## config.mk

```make
export PLATFORM = sky130hd
export DESIGN_NAME = stc_regs
export DESIGN_NICKNAME = d
export VERILOG_FILES = /design/src/stc_pkg.sv /design/src/stc_bus_if.sv /design/src/stc_ahb_slave.sv /design/src/stc_regs.sv
export SDC_FILE = /design/constraint.sdc
export NUM_CORES = 1
export LEC_CHECK = 0
export BUFFER_PORTS_ARGS = -buffer_cell sky130_fd_sc_hd__buf_2
export CAP_MARGIN = 20
export CORE_MARGIN = 4
export CORE_UTILIZATION = 53
export DETAILED_ROUTE_END_ITERATION = 8
export GPL_ROUTABILITY_DRIVEN = 0
export PLACE_DENSITY = 0.89
export RECOVER_POWER = 25
export SYNTH_ARGS = -nofsm -noshare
export SYNTH_HDL_FRONTEND = slang
export SYNTH_SLANG_ARGS = --single-unit
```

## constraint.sdc

```tcl
create_clock -name clk -period 4.15 [get_ports clk]
set_clock_uncertainty 0.15 [all_clocks]
set_input_delay 0.2075 -clock clk [delete_from_list [all_inputs] [get_ports clk]]
set_output_delay 0.2075 -clock clk [all_outputs]
set_load 0.02 [all_outputs]
```

## src/stc_pkg.sv

```systemverilog
// package: offsets, fields, resets and encodings of the secure top control block
package stc_pkg;
    // ***********************************
    // register byte offsets
    // ***********************************
    localparam logic [11:0] ADDR_CTRL1 = 12'h000;
    localparam logic [11:0] ADDR_IDR0 = 12'h004;
    localparam logic [11:0] ADDR_IDR1 = 12'h008;
    localparam logic [11:0] ADDR_FAULT_STAT = 12'h00c;
    localparam logic [11:0] ADDR_S2C_BASE = 12'h100;
    localparam int ADDR_W = 12;
    localparam int NUM_S2C = 8;
    localparam int S2C_IDX_W = 3;
    localparam int S2C_IDX_LSB = 2;
    localparam logic [11:0] S2C_SPAN = 12'h020;
    // ***********************************
    // implemented resources
    // ***********************************
    localparam logic [7:0] IMPL_IRQS = 8'h10;
    localparam logic [7:0] IMPL_GROUPS = 8'h08;
    localparam logic [7:0] IMPL_BANKS = 8'h08;
    localparam logic [7:0] IMPL_S2_BANKS = 8'h02;
    // implemented width of the three override fields; upper bits read as zero
    localparam logic [7:0] IRQ_MASK = 8'h1f;
    localparam logic [7:0] GRP_MASK = 8'h0f;
    localparam logic [7:0] BANK_MASK = 8'h0f;
    // ***********************************
    // control register fields
    // ***********************************
    localparam int PERF_BIT = 27;
    localparam int FETCH_BIT = 26;
    localparam int EXTRED_BIT = 25;
    localparam int GREST_BIT = 24;
    localparam int IRQ_LSB = 16;
    localparam int GRP_LSB = 8;
    localparam int BANK_LSB = 0;
    localparam logic [31:0] CTRL_WMASK = 32'h0fffffff;
    // ***********************************
    // mapping entry fields
    // ***********************************
    localparam int TYPE_LSB = 16;
    localparam logic [31:0] S2C_FAULT_WMASK = 32'h00030000;
    localparam logic [1:0] RESET_TYPE = 2'h2;
    typedef enum logic [1:0] {
        S2C_TRANSLATE = 2'h0,
        S2C_BYPASS = 2'h1,
        S2C_FAULT = 2'h2,
        S2C_RESERVED = 2'h3
    } stc_entry_type;
    // ***********************************
    // fault status bits and routing
    // ***********************************
    localparam int FS_CTX = 0;
    localparam int FS_SEC = 1;
    localparam int FS_NS = 2;
    localparam int FS_PERM = 3;
    localparam int FS_INVCTX = 4;
    typedef enum logic [2:0] {
        DEST_CTX = 3'h1,
        DEST_SEC = 3'h2,
        DEST_NS = 3'h4
    } stc_dest_type;
endpackage : stc_pkg

```

## src/stc_bus_if.sv

```systemverilog
// interface: register write/read strobes between the bus slave and the register file
`timescale 1ns/1ps
`default_nettype none
interface stc_bus_if;
    logic wrEn;
    logic rdEn;
    logic secure;
    logic [11:0] addr;
    logic [31:0] wdata;
    logic [31:0] rdata;
    logic [11:0] waddr;
    logic wsecure;
    modport slave (output wrEn, output rdEn, output secure, output addr, output wdata, input rdata,
        output waddr, output wsecure);
    modport regs (input wrEn, input rdEn, input secure, input addr, input wdata, output rdata,
        input waddr, input wsecure);
endinterface : stc_bus_if
`default_nettype wire

```

## src/stc_ahb_slave.sv

```systemverilog
// module: ahb-lite slave front end turning bus phases into register strobes
`timescale 1ns/1ps
`default_nettype none
module stc_ahb_slave (
    input wire logic clk,
    input wire logic resetn,
    input wire logic hsel,
    input wire logic [31:0] haddr,
    input wire logic [1:0] htrans,
    input wire logic hwrite,
    input wire logic [2:0] hsize,
    input wire logic hready,
    input wire logic hprot1,
    input wire logic [31:0] hwdata,
    output logic [31:0] hrdata,
    output logic hreadyout,
    output logic hresp,
    stc_bus_if.slave bus
);
    import stc_pkg::*;
    logic wrPend_r;
    logic [11:0] addr_r;
    logic sec_r;
    logic take;
    // nonseq or seq, selected, previous transfer done
    assign take = hsel && htrans[1] && hready;
    always_ff @(posedge clk) begin
        if (!resetn) begin
            wrPend_r <= 1'b0;
            addr_r <= 12'h000;
            sec_r <= 1'b0;
        end else begin
            wrPend_r <= take && hwrite;
            if (take) begin
                addr_r <= haddr[11:0];
                // hprot[1] high means privileged; it is taken as the secure world here
                sec_r <= hprot1;
            end
        end
    end
    // reads decode in the address phase so data is registered for the data phase
    assign bus.rdEn = take && !hwrite;
    assign bus.wrEn = wrPend_r;
    // a write data phase can overlap the next read address phase, so each has its own address
    assign bus.secure = hprot1;
    assign bus.addr = haddr[11:0];
    assign bus.waddr = addr_r;
    assign bus.wsecure = sec_r;
    assign bus.wdata = hwdata;
    assign hrdata = bus.rdata;
    // zero wait states; every answer is okay
    assign hreadyout = 1'b1;
    assign hresp = 1'b0;
endmodule : stc_ahb_slave
`default_nettype wire

```

## src/stc_regs.sv

```systemverilog
// module: secure top control register, mapping entries and fault router
// ***********************************
// Summary of operation
// - vm tag field reads zero, writes ignored
// - secure vm tag contents are disregarded
// - fault-type entry raises invalid-context fault
// - type decode: index, bypass, fault, reserved
// - control register accepts secure accesses only
// - perf enable gates secure event counting
// - fetch check faults secure non-secure fetches
// - faults go to context, secure global or non-secure global
// - redirect moves external aborts outside a translating context bank to secure global
// - restrict bit admits only secure accesses to the mapping entries
// - interrupt override resets to implemented count
// - nonsecure group count reduced by override
// - group override resets to implemented count
// - nonsecure bank count reduced by override
// - banks at or above override reserved for secure
// - bank override resets to implemented banks
// - no stage-2 translation for secure transactions
// ***********************************
//
// The register offsets and the AHB-Lite register port are this design's own decisions.
`timescale 1ns/1ps
`default_nettype none
module stc_regs (
    input wire logic clk,
    input wire logic resetn,
    input wire logic hsel,
    input wire logic [31:0] haddr,
    input wire logic [1:0] htrans,
    input wire logic hwrite,
    input wire logic [2:0] hsize,
    input wire logic hready,
    input wire logic hprot1,
    input wire logic [31:0] hwdata,
    output logic [31:0] hrdata,
    output logic hreadyout,
    output logic hresp,
    input wire logic txnValid,
    input wire logic [2:0] txnGroup,
    input wire logic txnSecure,
    input wire logic txnFetch,
    input wire logic txnOutNs,
    input wire logic txnInBank,
    input wire logic [7:0] txnBank,
    input wire logic txnExtAbort,
    input wire logic txnStage2,
    input wire logic perfEventIn,
    input wire logic perfEventSecure,
    output logic perfEventOut,
    output logic faultValid,
    output logic [2:0] faultDest,
    output logic [1:0] entryType,
    output logic secureBankAccess
);
    import stc_pkg::*;
    stc_bus_if bus ();
    stc_ahb_slave u_slave (
        .clk(clk),
        .resetn(resetn),
        .hsel(hsel),
        .haddr(haddr),
        .htrans(htrans),
        .hwrite(hwrite),
        .hsize(hsize),
        .hready(hready),
        .hprot1(hprot1),
        .hwdata(hwdata),
        .hrdata(hrdata),
        .hreadyout(hreadyout),
        .hresp(hresp),
        .bus(bus)
    );
    // ***********************************
    // control register
    // ***********************************
    logic perfEn_r;
    logic fetchChk_r;
    logic extRedir_r;
    logic globRestrict_r;
    logic [7:0] irqOvr_r;
    logic [7:0] grpOvr_r;
    logic [7:0] bankOvr_r;
    logic [1:0] entType_r [NUM_S2C];
    logic [4:0] faultStat_r;
    logic [31:0] rdata_r;
    logic ctrlWr;
    logic s2cHit;
    logic [2:0] s2cIdx;
    logic s2cWrHit;
    logic [2:0] s2cWrIdx;
    function automatic logic isS2c(input logic [11:0] a);
        return (a >= ADDR_S2C_BASE) && (a < ADDR_S2C_BASE + S2C_SPAN);
    endfunction : isS2c
    function automatic logic [7:0] clampMin(input logic [7:0] a, input logic [7:0] b);
        return (a < b) ? a : b;
    endfunction : clampMin
    assign ctrlWr = bus.wrEn && bus.wsecure && (bus.waddr == ADDR_CTRL1);
    assign s2cHit = isS2c(bus.addr);
    assign s2cIdx = bus.addr[S2C_IDX_LSB +: S2C_IDX_W];
    assign s2cWrHit = isS2c(bus.waddr);
    assign s2cWrIdx = bus.waddr[S2C_IDX_LSB +: S2C_IDX_W];
    always_ff @(posedge clk) begin
        if (!resetn) begin
            perfEn_r <= 1'b0;
            fetchChk_r <= 1'b0;
            // reset value is undefined; zero chosen
            extRedir_r <= 1'b0;
            globRestrict_r <= 1'b0;
            irqOvr_r <= IMPL_IRQS & IRQ_MASK;
            grpOvr_r <= IMPL_GROUPS & GRP_MASK;
            bankOvr_r <= IMPL_BANKS & BANK_MASK;
        end else if (ctrlWr) begin
            perfEn_r <= bus.wdata[PERF_BIT];
            fetchChk_r <= bus.wdata[FETCH_BIT];
            extRedir_r <= bus.wdata[EXTRED_BIT];
            globRestrict_r <= bus.wdata[GREST_BIT];
            irqOvr_r <= bus.wdata[IRQ_LSB +: 8] & IRQ_MASK;
            grpOvr_r <= bus.wdata[GRP_LSB +: 8] & GRP_MASK;
            // software keeps this at or above the stage-2 bank count
            bankOvr_r <= bus.wdata[BANK_LSB +: 8] & BANK_MASK;
        end
    end
    // ***********************************
    // mapping entries
    // ***********************************
    // only the type field is stored; the rest of the fault format reads zero
    always_ff @(posedge clk) begin
        if (!resetn) begin
            for (int i = 0; i < NUM_S2C; i++) begin
                entType_r[i] <= RESET_TYPE;
            end
        end else if (bus.wrEn && s2cWrHit && !(globRestrict_r && !bus.wsecure)) begin
            entType_r[s2cWrIdx] <= bus.wdata[TYPE_LSB +: 2];
        end
    end
    // ***********************************
    // read data
    // ***********************************
    always_ff @(posedge clk) begin
        if (!resetn) begin
            rdata_r <= 32'h00000000;
        end else if (bus.rdEn) begin
            rdata_r <= 32'h00000000;
            case (bus.addr)
                ADDR_CTRL1: begin
                    if (bus.secure) begin
                        rdata_r <= {4'h0, perfEn_r, fetchChk_r, extRedir_r, globRestrict_r,
                                    irqOvr_r, grpOvr_r, bankOvr_r};
                    end
                end
                ADDR_IDR0: begin
                    rdata_r[GRP_LSB +: 8] <= bus.secure ? IMPL_GROUPS : clampMin(IMPL_GROUPS, grpOvr_r);
                end
                ADDR_IDR1: begin
                    rdata_r[BANK_LSB +: 8] <= bus.secure ? IMPL_BANKS : clampMin(IMPL_BANKS, bankOvr_r);
                    rdata_r[GRP_LSB +: 8] <= IMPL_S2_BANKS;
                end
                ADDR_FAULT_STAT: begin
                    rdata_r[4:0] <= faultStat_r;
                end
                default: begin
                    // restricted global space hides entries from non-secure
                    if (s2cHit && !(globRestrict_r && !bus.secure)) begin
                        rdata_r[TYPE_LSB +: 2] <= entType_r[s2cIdx];
                    end
                end
            endcase
        end
    end
    assign bus.rdata = rdata_r;
    // ***********************************
    // transaction checks and fault routing
    // ***********************************
    logic [1:0] curType;
    logic faultInv;
    logic faultPerm;
    logic faultAny;
    logic [2:0] dest;
    // secure vm tag not consulted; only the type selects behaviour
    assign curType = entType_r[txnGroup];
    always_comb begin
        faultInv = 1'b0;
        case (curType)
            S2C_TRANSLATE: faultInv = 1'b0;
            S2C_BYPASS: faultInv = 1'b0;
            S2C_FAULT: faultInv = 1'b1;
            // reserved type treated as fault to stay safe
            S2C_RESERVED: faultInv = 1'b1;
            default: faultInv = 1'b1;
        endcase
        if (txnSecure && txnStage2 && curType == S2C_TRANSLATE) begin
            faultInv = 1'b1;
        end
    end
    assign faultPerm = fetchChk_r && txnSecure && txnFetch && txnOutNs;
    assign faultAny = txnValid && (faultInv || faultPerm || txnExtAbort);
    always_comb begin
        if (txnInBank && curType == S2C_TRANSLATE) begin
            dest = DEST_CTX;
        end else if (txnSecure || faultPerm) begin
            dest = DEST_SEC;
        end else if (txnExtAbort && extRedir_r) begin
            dest = DEST_SEC;
        end else begin
            dest = DEST_NS;
        end
    end
    always_ff @(posedge clk) begin
        if (!resetn) begin
            faultValid <= 1'b0;
            faultDest <= 3'h0;
            entryType <= 2'h0;
            faultStat_r <= 5'h00;
        end else begin
            faultValid <= faultAny;
            faultDest <= faultAny ? dest : 3'h0;
            entryType <= curType;
            // sticky; a new event wins over a clear in the same cycle
            faultStat_r <= (ctrlWr ? 5'h00 : faultStat_r)
                | (faultAny ? {faultInv, faultPerm, dest[2], dest[1], dest[0]} : 5'h00);
        end
    end
    assign perfEventOut = perfEventIn && (!perfEventSecure || perfEn_r);
    // banks at or above override are secure-reserved
    assign secureBankAccess = txnBank >= bankOvr_r;
endmodule : stc_regs
`default_nettype wire

```

After elaboration in Yosys (flattened, before gate mapping) --
Memories as Yosys holds them, arrays and structs flattened. Cells that the tools add are included.
Cells by class: shift-type cells 0, bitwise logic cells 1, reduce and logical (&&, ||, !) cells 40, div/mod/pow operators 0, add/subtract/negate cells 0, magnitude comparators 7, mux-type cells 25, eq/ne operators 6, $mul 0
Operator list (number):
- 2-to-1 mux 28 bit | 1
- == test 12 x 4 -> 1 bit (second input constant) | 2
- >= comparator 12 x 9 -> 1 bit (second input constant) | 2
- logical NOT 12 bit | 2
- < comparator 12 x 9 -> 1 bit (second input constant) | 2
- one-hot mux 8 bit (3 select lines) | 1
- logical AND 1 bit | 22
- 2-to-1 mux 4 bit | 4
- one-hot mux 5 bit (3 select lines) | 1
- 2-to-1 mux 14 bit | 1
- == test 12 x 3 -> 1 bit (second input constant) | 1
- 2-to-1 mux 3 bit | 4
- 2-to-1 mux 5 bit | 2
- >= comparator 8 x 4 -> 1 bit | 1
- < comparator 4 bit (first input constant) | 2
- logical NOT 1 bit | 6
- 2-to-1 mux 1 bit | 6
- one-hot mux 3 bit (2 select lines) | 1
- OR reduction 2 bit | 3
- OR 5 bit | 1
- == test 2 bit (second input constant) | 2
- logical OR 1 bit | 4
- 2-to-1 mux 2 bit | 2
- one-hot mux 2 bit (2 select lines) | 1
- other kinds (5) | 5
Storage, ports and cells: word-level logic and storage cells 95, bits in writable memories 16, latch bits 0, register bits 74, bits in read-only memories 0, memories 1
Memories:
- entType_r | words 8, bits a word 2, read ports 2, clocked after Yosys merged registers in 0, wr ports 8, RTL line stc_regs.sv:85 | logic [1:0] entType_r [NUM_S2C];

Longest topological paths before layout --
Gate-level depths: netlist (run 1). An unclocked memory read counts as a cell.
depth after elaboration 10, depth in mapped cells 6

Hierarchy --
A second synthesis (run 1) with hierarchy kept.
Second synthesis, totals: cells, all modules 439, area total of the unflattened synthesis 4284.1 um^2
Modules (own cells, without submodules):
- stc_regs | area an instance 3110.5 um^2, times used 1, cells each 297
- stc_ahb_slave | area an instance 1173.6 um^2, times used 1, cells each 142

Worst setup path after synthesis (run 1) --
No wires, ideal clock.
path kind flip-flop to flip-flop, start point register u_slave.addr_r[9], in the netlist u_slave.bus.waddr[9], end point memory entType_r[0][0] (enable), data required time 3.662 ns, setup time 0.338 ns, slack 1.891 ns, cell stages (with the launch flop) 6, arrival time 1.771 ns, cells stage by stage dfxtp_1 -> or4b_4 -> a2111oi_2 -> nand2b_1 -> clkbuf_1 -> o31ai_1
RTL lines:
- from (decl) | RTL line stc_ahb_slave.sv:22 | logic [11:0] addr_r;
- from (signal assigned) | RTL line stc_ahb_slave.sv:35 | addr_r <= haddr[11:0];
- to (decl) | RTL line stc_regs.sv:85

Final worst setup path (run 1) --
start point input port haddr[7], end point register rdata_r[10], in the netlist bus.rdata[10]
On the way: word-level cells in the longest chain between the ends 2, elaborated cells between the ends (all ways) 4, classes of those cells eq/ne: 2; mux: 1; reduce/logical: 1
RTL lines:
- from (decl) | RTL line stc_regs.sv:30 | input wire logic [31:0] haddr,
- == test 12 x 4 -> 1 bit, or another cell as far along | RTL line stc_regs.sv:146 | case (bus.addr)
- one-hot mux 8 bit (3 select lines) * | RTL line stc_regs.sv:146
- to (signal assigned) | RTL line stc_regs.sv:149 | rdata_r <= {4'h0, perfEn_r, fetchChk_r, extRedir_r, globRestrict_r,
- to (signal, indexed assignment) | RTL line stc_regs.sv:154 | rdata_r[GRP_LSB +: 8] <= bus.secure ? IMPL_GROUPS : clampMin(IMPL_GROUPS, grpOvr_r);
- to (signal, indexed assignment) | RTL line stc_regs.sv:157 | rdata_r[BANK_LSB +: 8] <= bus.secure ? IMPL_BANKS : clampMin(IMPL_BANKS, bankOvr_r);
- to (decl) | RTL line stc_regs.sv:87 | logic [31:0] rdata_r;
Every way passes the cells marked *; elsewhere a longest branch is shown, timed or not. A chain may end at the register's enable or synchronous reset.

==> results of run 1 <==
where the power goes:
group / internal [µW] / total [µW] / switching (µW)
sequential: 766 / 775 / 9.01
clock: 309 / 588 / 278
combinational: 70.4 / 157 / 86.6
total: 1150 / 1520 / 374
stage by stage:
step | instance area [µm²] | total power, µW | setup WS, ns | utilization, % | hold slack, ns
4_1_cts | 4600 | 1520 | 1.46 | 67.3 | 0.0125
5_1_grt | 4600 | 1570 | 1.45 | 67.4 | 0.0453
3_5_place_dp | 4110 | 927 | 1.47 | 60.2 | 0.288
3_3_place_gp | 4110 | 921 | 1.49 | 60.2 | 0.276
2_1_floorplan | 3790 | 885 | 1.89 | - | 0.183
6_report | 4600 | 1520 | 1.55 | 67.4 | 0.0223
area by class of cell:
type	instances	area [µm²]	share of cell area, %
multi-input combinational	273	1860	40.4
sequential	76	1680	36.5
timing repair buffer	111	697	15.1
clock buffer	13	191	4.16
tap	96	120	2.61
inverter	8	30.0	0.652
clock inverter	3	22.5	0.489
routing by layer:
layer  global-route usage (%)  up-vias  part of all wire, %
li1                         -     1527                    -
met2                     39.4      141                   52
met3                     4.10       21                  6.6
met1                     25.5     1536                   39
met4                     9.65        0                  2.2
met5                        0        -                    0
repair_timing:
action | in CTS | in global routing
setup buffers | 0 | 0
endpoints found under the hold margin | 27 | 0
hold buffers | 27 | 0
resized for setup | 0 | 0
worst paths after layout:
path | start | end | slack [ns] | cells after the start
max | haddr[7] | bus.rdata[10] | 1.55 | 6
min | hwdata[16] | irqOvr_r[0] | 0.02 | 3
max reg2reg | u_slave.bus.waddr[9] | entType_r[1][1] | 1.66 | 4
min reg2reg | bus.rdata[27] | bus.rdata[27] | 0.32 | 2
cell families (layout without fill, tap and decap cells):
family | after synthesis | in the layout | share of synthesized area [%]
AO/OA/AOI/OAI | 70 | 70 | 13.2
adder cells (fa/ha/maj) | 4 | 4 | 1.34
buffers and inverters | 47 | 135 | 6.66
flip-flops | 76 | 76 | 45.0
multiplexers | 31 | 31 | 11.0
other | 2 | 16 | 0.201
AND/OR/NAND/NOR | 152 | 152 | 22.6
flip-flops by register name, indices dropped and copies added (netlist names), 2 cells and up:
register / count
faultDest: 3
bankOvr_r: 4
faultStat_r: 5
irqOvr_r: 5
u_slave.bus.waddr: 12
entType_r: 16
grpOvr_r: 4
entryType: 2
bus.rdata: 18
worst max-delay path, delay by kind of cell:
family | cells | cell delay (ns)
AND/OR/NAND/NOR | 3 | 1.73
AO/OA/AOI/OAI | 1 | 0.15
buffers and inverters | 2 | 0.66
cell usage after synthesis (3+ instances only):
| library cell | count | area (µm²) |
|---|---|---|
| edfxtp_1 | 16 | 480 |
| ha_1 | 4 | 50.1 |
| or2_2 | 4 | 25.0 |
| a211oi_1 | 3 | 22.5 |
| nor4bb_1 | 4 | 40.0 |
| clkbuf_1 | 19 | 71.3 |
| nand3_1 | 11 | 55.1 |
| nand2b_1 | 7 | 43.8 |
| and2_1 | 6 | 37.5 |
| mux4_2 | 8 | 180 |
| or4_1 | 4 | 30.0 |
| mux2i_1 | 21 | 210 |
| inv_1 | 8 | 30.0 |
| a21boi_0 | 26 | 195 |
| o21ai_0 | 13 | 65.1 |
| nor2_1 | 9 | 33.8 |
| or3_1 | 3 | 18.8 |
| nor2b_1 | 21 | 131 |
| nand2_1 | 50 | 188 |
| buf_4 | 17 | 128 |
| dfxtp_1 | 60 | 1200 |
| a21o_1 | 3 | 22.5 |
| a21oi_1 | 6 | 30.0 |
| nand4_1 | 8 | 50.1 |
| and3_1 | 7 | 43.8 |
| o211ai_1 | 3 | 22.5 |
| nor3_1 | 6 | 30.0 |
==> results_dict.tcl, run 1 <==
set metrics [dict create \
    dieWidth_um 92.0 \
    die-area_um2 8460 \
    min_path_type "in2reg" \
    powerDensity_nw_per_um2 330 \
    ys_ff_latch 76 \
    synth_top_flop_cell "dfxtp_1" \
    via_per_inst 5.56 \
    grt_pass1_vias 3167 \
    worstPathArrival_ns 2.76 \
    area_delta_synth_final_pct 23.1 \
    place_hpwl_um 6480 \
    setup-tns-final_ns 0 \
    drt_iter0_markers 197 \
    critical_path.startpoint_type "input pin" \
    cts_tree "done" \
    fill_cells 535 \
    ir_worst_vdd_mv 0.162 \
    drv_cap 0 \
    antenna_found_initial 0 \
    crit_chain "dlygate4sd3_1 -> buf_2 -> or4_4 -> nor4_2 -> nor4bb_1 -> o21a_1" \
    num_rows 30 \
    nets 578 \
    routed_wl_um 9420 \
    worstPathRequired_ns 4.31 \
    drive_above_1_share_pct 21.7 \
    htree_levels 3 \
    worst_pin_slew_ns 0.946 \
    worst_path_max_delay_cell "nor4_2" \
    initial_core_util_pct 54.7 \
    netlist_instances 382 \
    p_leak_uw 0.00186 \
    cp_max_fo 9 \
    relSlewSlack_pct 36.4 \
    gr-total-overflow 0 \
    cts_made_buffers 9 \
    ys.warnings.count 0 \
    dpl.cell_count 536 \
    grt_setup_unrepaired "no" \
    core-area_um2 6830 \
    grt_max_degree 67 \
    worstSetupEndpointType "register" \
    synth_area_um2 3740 \
    io_pins 137 \
    drv_slew 0 \
    layout_common_cells "buf_2, dfxtp_1, nand2_1" \
    fin_crit_sh_pct 62.7 \
    firstDrtPassIters 5 \
    synth_edf_count 16 \
    vias 3225 \
    grt_pass1_wl_um 14800 \
    clkTransAtPathRegs_ns 0.08 \
    final_common_cell "buf_2" \
    antenna_cells 0 \
    status "finished, final reports clean" \
    layout.cells.non_filler 580 \
    setup_viol 0 \
    syn-mean-instance-area_um2 9.79 \
    wl_per_cell_um 16.2 \
    cts_buffer_depth 2 \
    insertion_delay_ns 0.36 \
    track_usage_pct 22.0 \
    drc_errors 0 \
    ys_types 53 \
    synthArstFlopShare_pct 0 \
    hold_violations 0 \
    ant_nets 0 \
    io_buffers 81 \
    fin_crit_ns 2.60 \
    clk_root_buffer_cell "clkbuf_8" \
    fmax_ghz 0.385 \
    max_stage_delay_ns 0.76 \
    cts.sinks 76 \
    dieHeight_um 92.0 \
    seq_area_frac_synth_pct 45.0 \
    path_class "in2reg" \
]
Note: power is estimated with default switching activity, not from simulation.
==> inputs of run 2 (changes only) <==
--- a/config.mk
+++ b/config.mk
@@ -8,10 +8,10 @@
 export BUFFER_PORTS_ARGS = -buffer_cell sky130_fd_sc_hd__buf_2
 export CAP_MARGIN = 20
 export CORE_MARGIN = 4
-export CORE_UTILIZATION = 53
+export CORE_UTILIZATION = 50
 export DETAILED_ROUTE_END_ITERATION = 8
 export GPL_ROUTABILITY_DRIVEN = 0
-export PLACE_DENSITY = 0.89
+export PLACE_DENSITY = 0.85
 export RECOVER_POWER = 25
 export SYNTH_ARGS = -nofsm -noshare
 export SYNTH_HDL_FRONTEND = slang
==> constraint.sdc (replaced) <==
create_clock -name clk -period 2.7 [get_ports clk]
set_clock_uncertainty 0.15 [all_clocks]
set_input_delay 0.135 -clock clk [delete_from_list [all_inputs] [get_ports clk]]
set_output_delay 0.135 -clock clk [all_outputs]
set_load 0.02 [all_outputs]
==> run 2 against run 1 <==
Power is 50% higher. Sequential share of layout area is 0.22 points lower. Hold slack better by 0.033 ns. Register-to-register slack worse by 1.4 ns. Cell count is 1.9% higher. First-iteration DRC count is 1.5% lower. Cell area is 0.60% higher. Core utilization is 3.5 points lower. Worst setup slack worse by 1.3 ns. Wire length is 1.6% lower. Sequential power is 54% higher. Flip-flop and latch count stayed put. Critical path type is now reg2reg.
==> results_dict.tcl, run 2 (synthesis gave the netlist of run 1 again) <==
set metrics [dict create \
    max_stage_delay_ns 0.54 \
    drv_cap 0 \
    cp_top_family "simple AND/OR/NAND/NOR gates" \
    rrSetupSlack_ns 0.22 \
    cp_max_fo 9 \
    die-area_um2 8920 \
    antenna_found_initial 0 \
    dieHeight_um 94.5 \
    layout.cells.non_filler 591 \
    critPathLaunch "u_slave.bus.waddr[9]" \
    p_leak_uw 0.00187 \
    largest_reg_flops 18 \
    setup_viol 0 \
    firstDrtPassIters 4 \
    clkTransAtPathRegs_ns 0.07 \
    critical_path.startpoint_type "register" \
    worstSetupEndpointType "register" \
    hold_violations 0 \
    dieWidth_um 94.5 \
    path_class "reg2reg" \
    rr_worst_depth 4 \
    core-area_um2 7250 \
    cts_made_buffers 9 \
    drive_above_1_share_pct 21.3 \
    crit_chain "or4b_4 -> a2111oi_2 -> nand2b_1 -> o21ai_0" \
    vias 3239 \
    cts_buffer_depth 2 \
    initial_core_util_pct 51.5 \
    nets 586 \
    status "finished, final reports clean" \
    num_rows 31 \
    wl_per_cell_um 15.7 \
    gr-total-overflow 0 \
    worst_path_max_delay_cell "or4b_4" \
    htree_levels 3 \
    setup-tns-final_ns 0 \
    cts_tree "done" \
    cts.sinks 76 \
    min_from "txnExtAbort" \
    worstPathRequired_ns 2.58 \
    relSlewSlack_pct 55.5 \
    ir_worst_vdd_mv 0.274 \
    io_pins 137 \
    powerDensity_nw_per_um2 493 \
    antenna_cells 0 \
    layout_common_cells "buf_2, dfxtp_1, nand2_1" \
    grt_pass1_wl_um 14800 \
    fmax_ghz 0.403 \
    dpl.cell_count 544 \
    area_delta_synth_final_pct 23.9 \
    finalPower_uw 2280 \
    drv_slew 0 \
    grt_max_degree 67 \
    track_usage_pct 21.3 \
    ant_nets 0 \
    min_path_type "in2reg" \
    grt_setup_unrepaired "no" \
    drc_errors 0 \
    r2r-start "u_slave.bus.waddr[9]" \
    worstPathArrival_ns 2.36 \
    grt_pass1_vias 3248 \
    worstHoldPathCells 3 \
    fin_crit_sh_pct 91.9 \
    fin_crit_ns 2.48 \
    drt_iter0_markers 194 \
    via_per_inst 5.48 \
    crit_buf_inv 0 \
    min_to "faultValid" \
    post-cts-setup-buffers 0 \
    regToRegEndpoint "entType_r[6][0]" \
    place_hpwl_um 6530 \
    clk_root_buffer_cell "clkbuf_8" \
    worst_pin_slew_ns 0.665 \
    insertion_delay_ns 0.35 \
    routed_wl_um 9270 \
    final_common_cell "buf_2" \
    io_buffers 81 \
]
-- run 2: cell count changes in the layout (fill, tap and decap cells not counted), sizes merged --
cell	change
bufinv	+1
buf	+2
clkbuf	+3
inv	-2
dlygate4sd3	+4
clkinvlp	-1
clkinv	+1
-- run 2: metal layers --
| layer | part of all wire, % | track usage [%] | up-vias |
|---|---|---|---|
| met4 | 2.2 | 9.13 | 0 |
| li1 | - | - | 1547 |
| met1 | 41 | 25.3 | 1556 |
| met5 | 0 | 0 | - |
| met3 | 6.8 | 4.06 | 19 |
| met2 | 50 | 37.4 | 117 |
-- run 2: worst reg2reg max path: stages, from the launching register on --
cell and delay (ns):
dfxtp_1 0.31, or4b_4 0.54, a2111oi_2 0.49, nand2b_1 0.31, o21ai_0 0.37
-- run 2: final cells by class --
class / instances / area (µm²)
Timing Repair Buffer: 119 / 742
Sequential cell: 76 / 1680
Clock inverter: 2 / 35.0
Fill cell: 612 / 2620
Multi-Input combinational cell: 273 / 1870
Inverter: 8 / 30.0
Clock buffer: 14 / 153
Tap cell: 99 / 124
-- run 2: how the worst max path moves through the flow --
stage	endpoint	slack (ns)	cells after the start
6_report	entType_r[6][0]	0.22	4
3_3_place_gp	entType_r[0][1]	0.30	4
5_1_grt	entType_r[2][0]	0.06	4
3_5_place_dp	entType_r[0][1]	0.21	4
2_1_floorplan	entType_r[0][0]	0.44	5
4_1_cts	entType_r[0][1]	0.18	4
-- run 2: where the power goes --
group	internal (µW)	switching, µW
clock network	453	390
logic	113	135
registers	1180	12.0
-- run 2: repair_timing --
action,in CTS,in global routing
resized for setup,0,1
hold buffers,31,0
hold endpoints to repair,33,0
endpoints found under the setup margin,0,2
-- run 2: through the flow --
step	worst slack, ns	instance area, µm²	util (%)	hold slack, ns
after floorplan	0.441	3790	-	0.110
after global placement	0.300	4150	57.3	0.202
after detailed placement	0.208	4150	57.3	0.226
after CTS	0.177	4650	64.1	0.0390
after global routing	0.0555	4630	63.8	0.0426
final	0.218	4630	63.8	0.0549
==> inputs of run 3 (changes only) <==
--- a/config.mk
+++ b/config.mk
@@ -11,7 +11,7 @@
 export CORE_UTILIZATION = 50
 export DETAILED_ROUTE_END_ITERATION = 8
 export GPL_ROUTABILITY_DRIVEN = 0
-export PLACE_DENSITY = 0.85
+export PLACE_DENSITY = 0.84
 export RECOVER_POWER = 25
 export SYNTH_ARGS = -nofsm -noshare
 export SYNTH_HDL_FRONTEND = slang
==> run 3 against run 2 <==
Cell count unchanged. Die area is the same. Clock-buffer cell count increased by 1. Sequential power barely moved. Flip-flop and latch count stayed put. Non-clock buffer count unchanged. Worst setup slack worse by 0.039 ns. Combinational power is essentially flat. First-iteration DRC count shrank 3.1%. Sequential share of layout area down 0.59 points. Global-route usage rose by 0.074 points.
==> results_dict.tcl, run 3 (synthesis gave the netlist of run 1 again) <==
set metrics [dict create \
    cts.sinks 76 \
    num_rows 31 \
    dieWidth_um 94.5 \
    wl_per_cell_um 15.8 \
    cts_tree "done" \
    power_frac_seq_pct 47.6 \
    ant_nets 0 \
    switching_share_pct 22.5 \
    cp_max_fo 5 \
    worstPathArrival_ns 2.38 \
    setup_viol 0 \
    worstPathRequired_ns 2.56 \
    grt_max_degree 67 \
    pwr-share-comb_pct 9.9 \
    htree_levels 3 \
    min_path_type "in2reg" \
    final_area_um2 4710 \
    worstSetupEndpointType "register" \
    dieHeight_um 94.5 \
    p_sw_uw 562 \
    drt_iter0_markers 188 \
    io_buffers 81 \
    post-cts-setup-buffers 0 \
    clockPowerShare_pct 42.5 \
    path_class "reg2reg" \
    core-area_um2 7250 \
    nets 586 \
    antenna_cells 0 \
    initial_core_util_pct 51.5 \
    clk_root_buffer_cell "clkbuf_8" \
    drv_slew 0 \
    fmax_ghz 0.397 \
    p_leak_uw 0.00191 \
    largest_reg_flops 18 \
    worst_pin_slew_ns 1.09 \
    dpl_cell_area_um2 4150 \
    track_usage_pct 21.3 \
    powerDensity_nw_per_um2 531 \
    status "finished, final reports clean" \
    place_hpwl_um 6390 \
    holdWs_ns 0.0416 \
    vias 3211 \
    firstDrtPassIters 4 \
    drive_above_1_share_pct 22.6 \
    grt_setup_unrepaired "no" \
    area_delta_synth_final_pct 25.9 \
    gr-total-overflow 0 \
    cts_buffer_depth 2 \
    layout_common_cells "buf_2, dfxtp_1, nand2_1" \
    setup-tns-final_ns 0 \
    intPower_uw 1940 \
    routed_wl_um 9320 \
    drc_errors 0 \
    io_pins 137 \
    insertion_delay_ns 0.35 \
    grt_pass1_wl_um 14800 \
    final_common_cell "buf_2" \
    hold_violations 0 \
    via_per_inst 5.43 \
    cts_made_buffers 9 \
    grt_pass1_vias 3208 \
    relSlewSlack_pct 27.2 \
    fin_crit_ns 2.52 \
    ir_worst_vdd_mv 0.292 \
    critical_path.startpoint_type "register" \
    clkTransAtPathRegs_ns 0.08 \
    die-area_um2 8920 \
    drv_cap 0 \
    antenna_found_initial 0 \
    fin_crit_sh_pct 93.4 \
]
[run 3: worst paths after layout]
path,startpoint,slack (ns),to,cells after the start
min,txnExtAbort,0.04,faultDest[2],4
max reg2reg,u_slave.bus.waddr[9],0.18,entType_r[1][0],4
max,u_slave.bus.waddr[9],0.18,entType_r[1][0],4
min reg2reg,u_slave.bus.waddr[5],0.32,u_slave.bus.waddr[5],2
[run 3: metal layers]
| metal | part of all wire [%] | wire, µm | vias up | global-route usage (%) |
|---|---|---|---|---|
| li1 | - | - | 1546 | - |
| met1 | 39 | 3650 | 1527 | 24.3 |
| met2 | 52 | 4880 | 127 | 39.2 |
| met3 | 7.2 | 675 | 11 | 3.75 |
| met4 | 1.2 | 116 | 0 | 8.65 |
| met5 | 0 | 0 | - | 0 |
[run 3: cell type report]
cell class	instances	area, µm²
clock buffers	15	230
clock inverters	1	30.0
fillers	556	2550
inverters	8	30.0
multi-input cells	273	1870
flip-flops and latches	76	1680
well taps	99	124
repair buffers	119	746
[run 3: worst max-delay path, cell delays in order, from the launching register on]
cell	delay [ns]
dfxtp_1	0.32
or4b_4	0.54
a2111oi_2	0.51
nand2_1	0.25
o31ai_1	0.41
[run 3: power by group through the flow]
stage	clock network (µW)	registers [µW]	logic, µW
3_3_place_gp	0	1210	204
5_1_grt	1110	1190	272
4_1_cts	1070	1190	246
3_5_place_dp	0	1220	210
2_1_floorplan	0	1220	142
6_report	1060	1190	248
[run 3: through the flow]
step                      instances  setup WS [ns]  power (µW)  util, %
after CTS                       591          0.131        2510     65.1
after floorplan                 396          0.441        1360        -
after global routing            591        0.00390        2570     64.9
after detailed placement        544          0.186        1430     57.3
final                           591          0.179        2500     64.9
after global placement          544          0.305        1420     57.3
[run 3: what timing repair did]
| item | in CTS | in global routing |
|---|---|---|
| endpoints found under the setup margin | 0 | 2 |
| hold endpoints to repair | 33 | 0 |
| gates resized for setup | 0 | 1 |
| hold buffers | 31 | 0 |
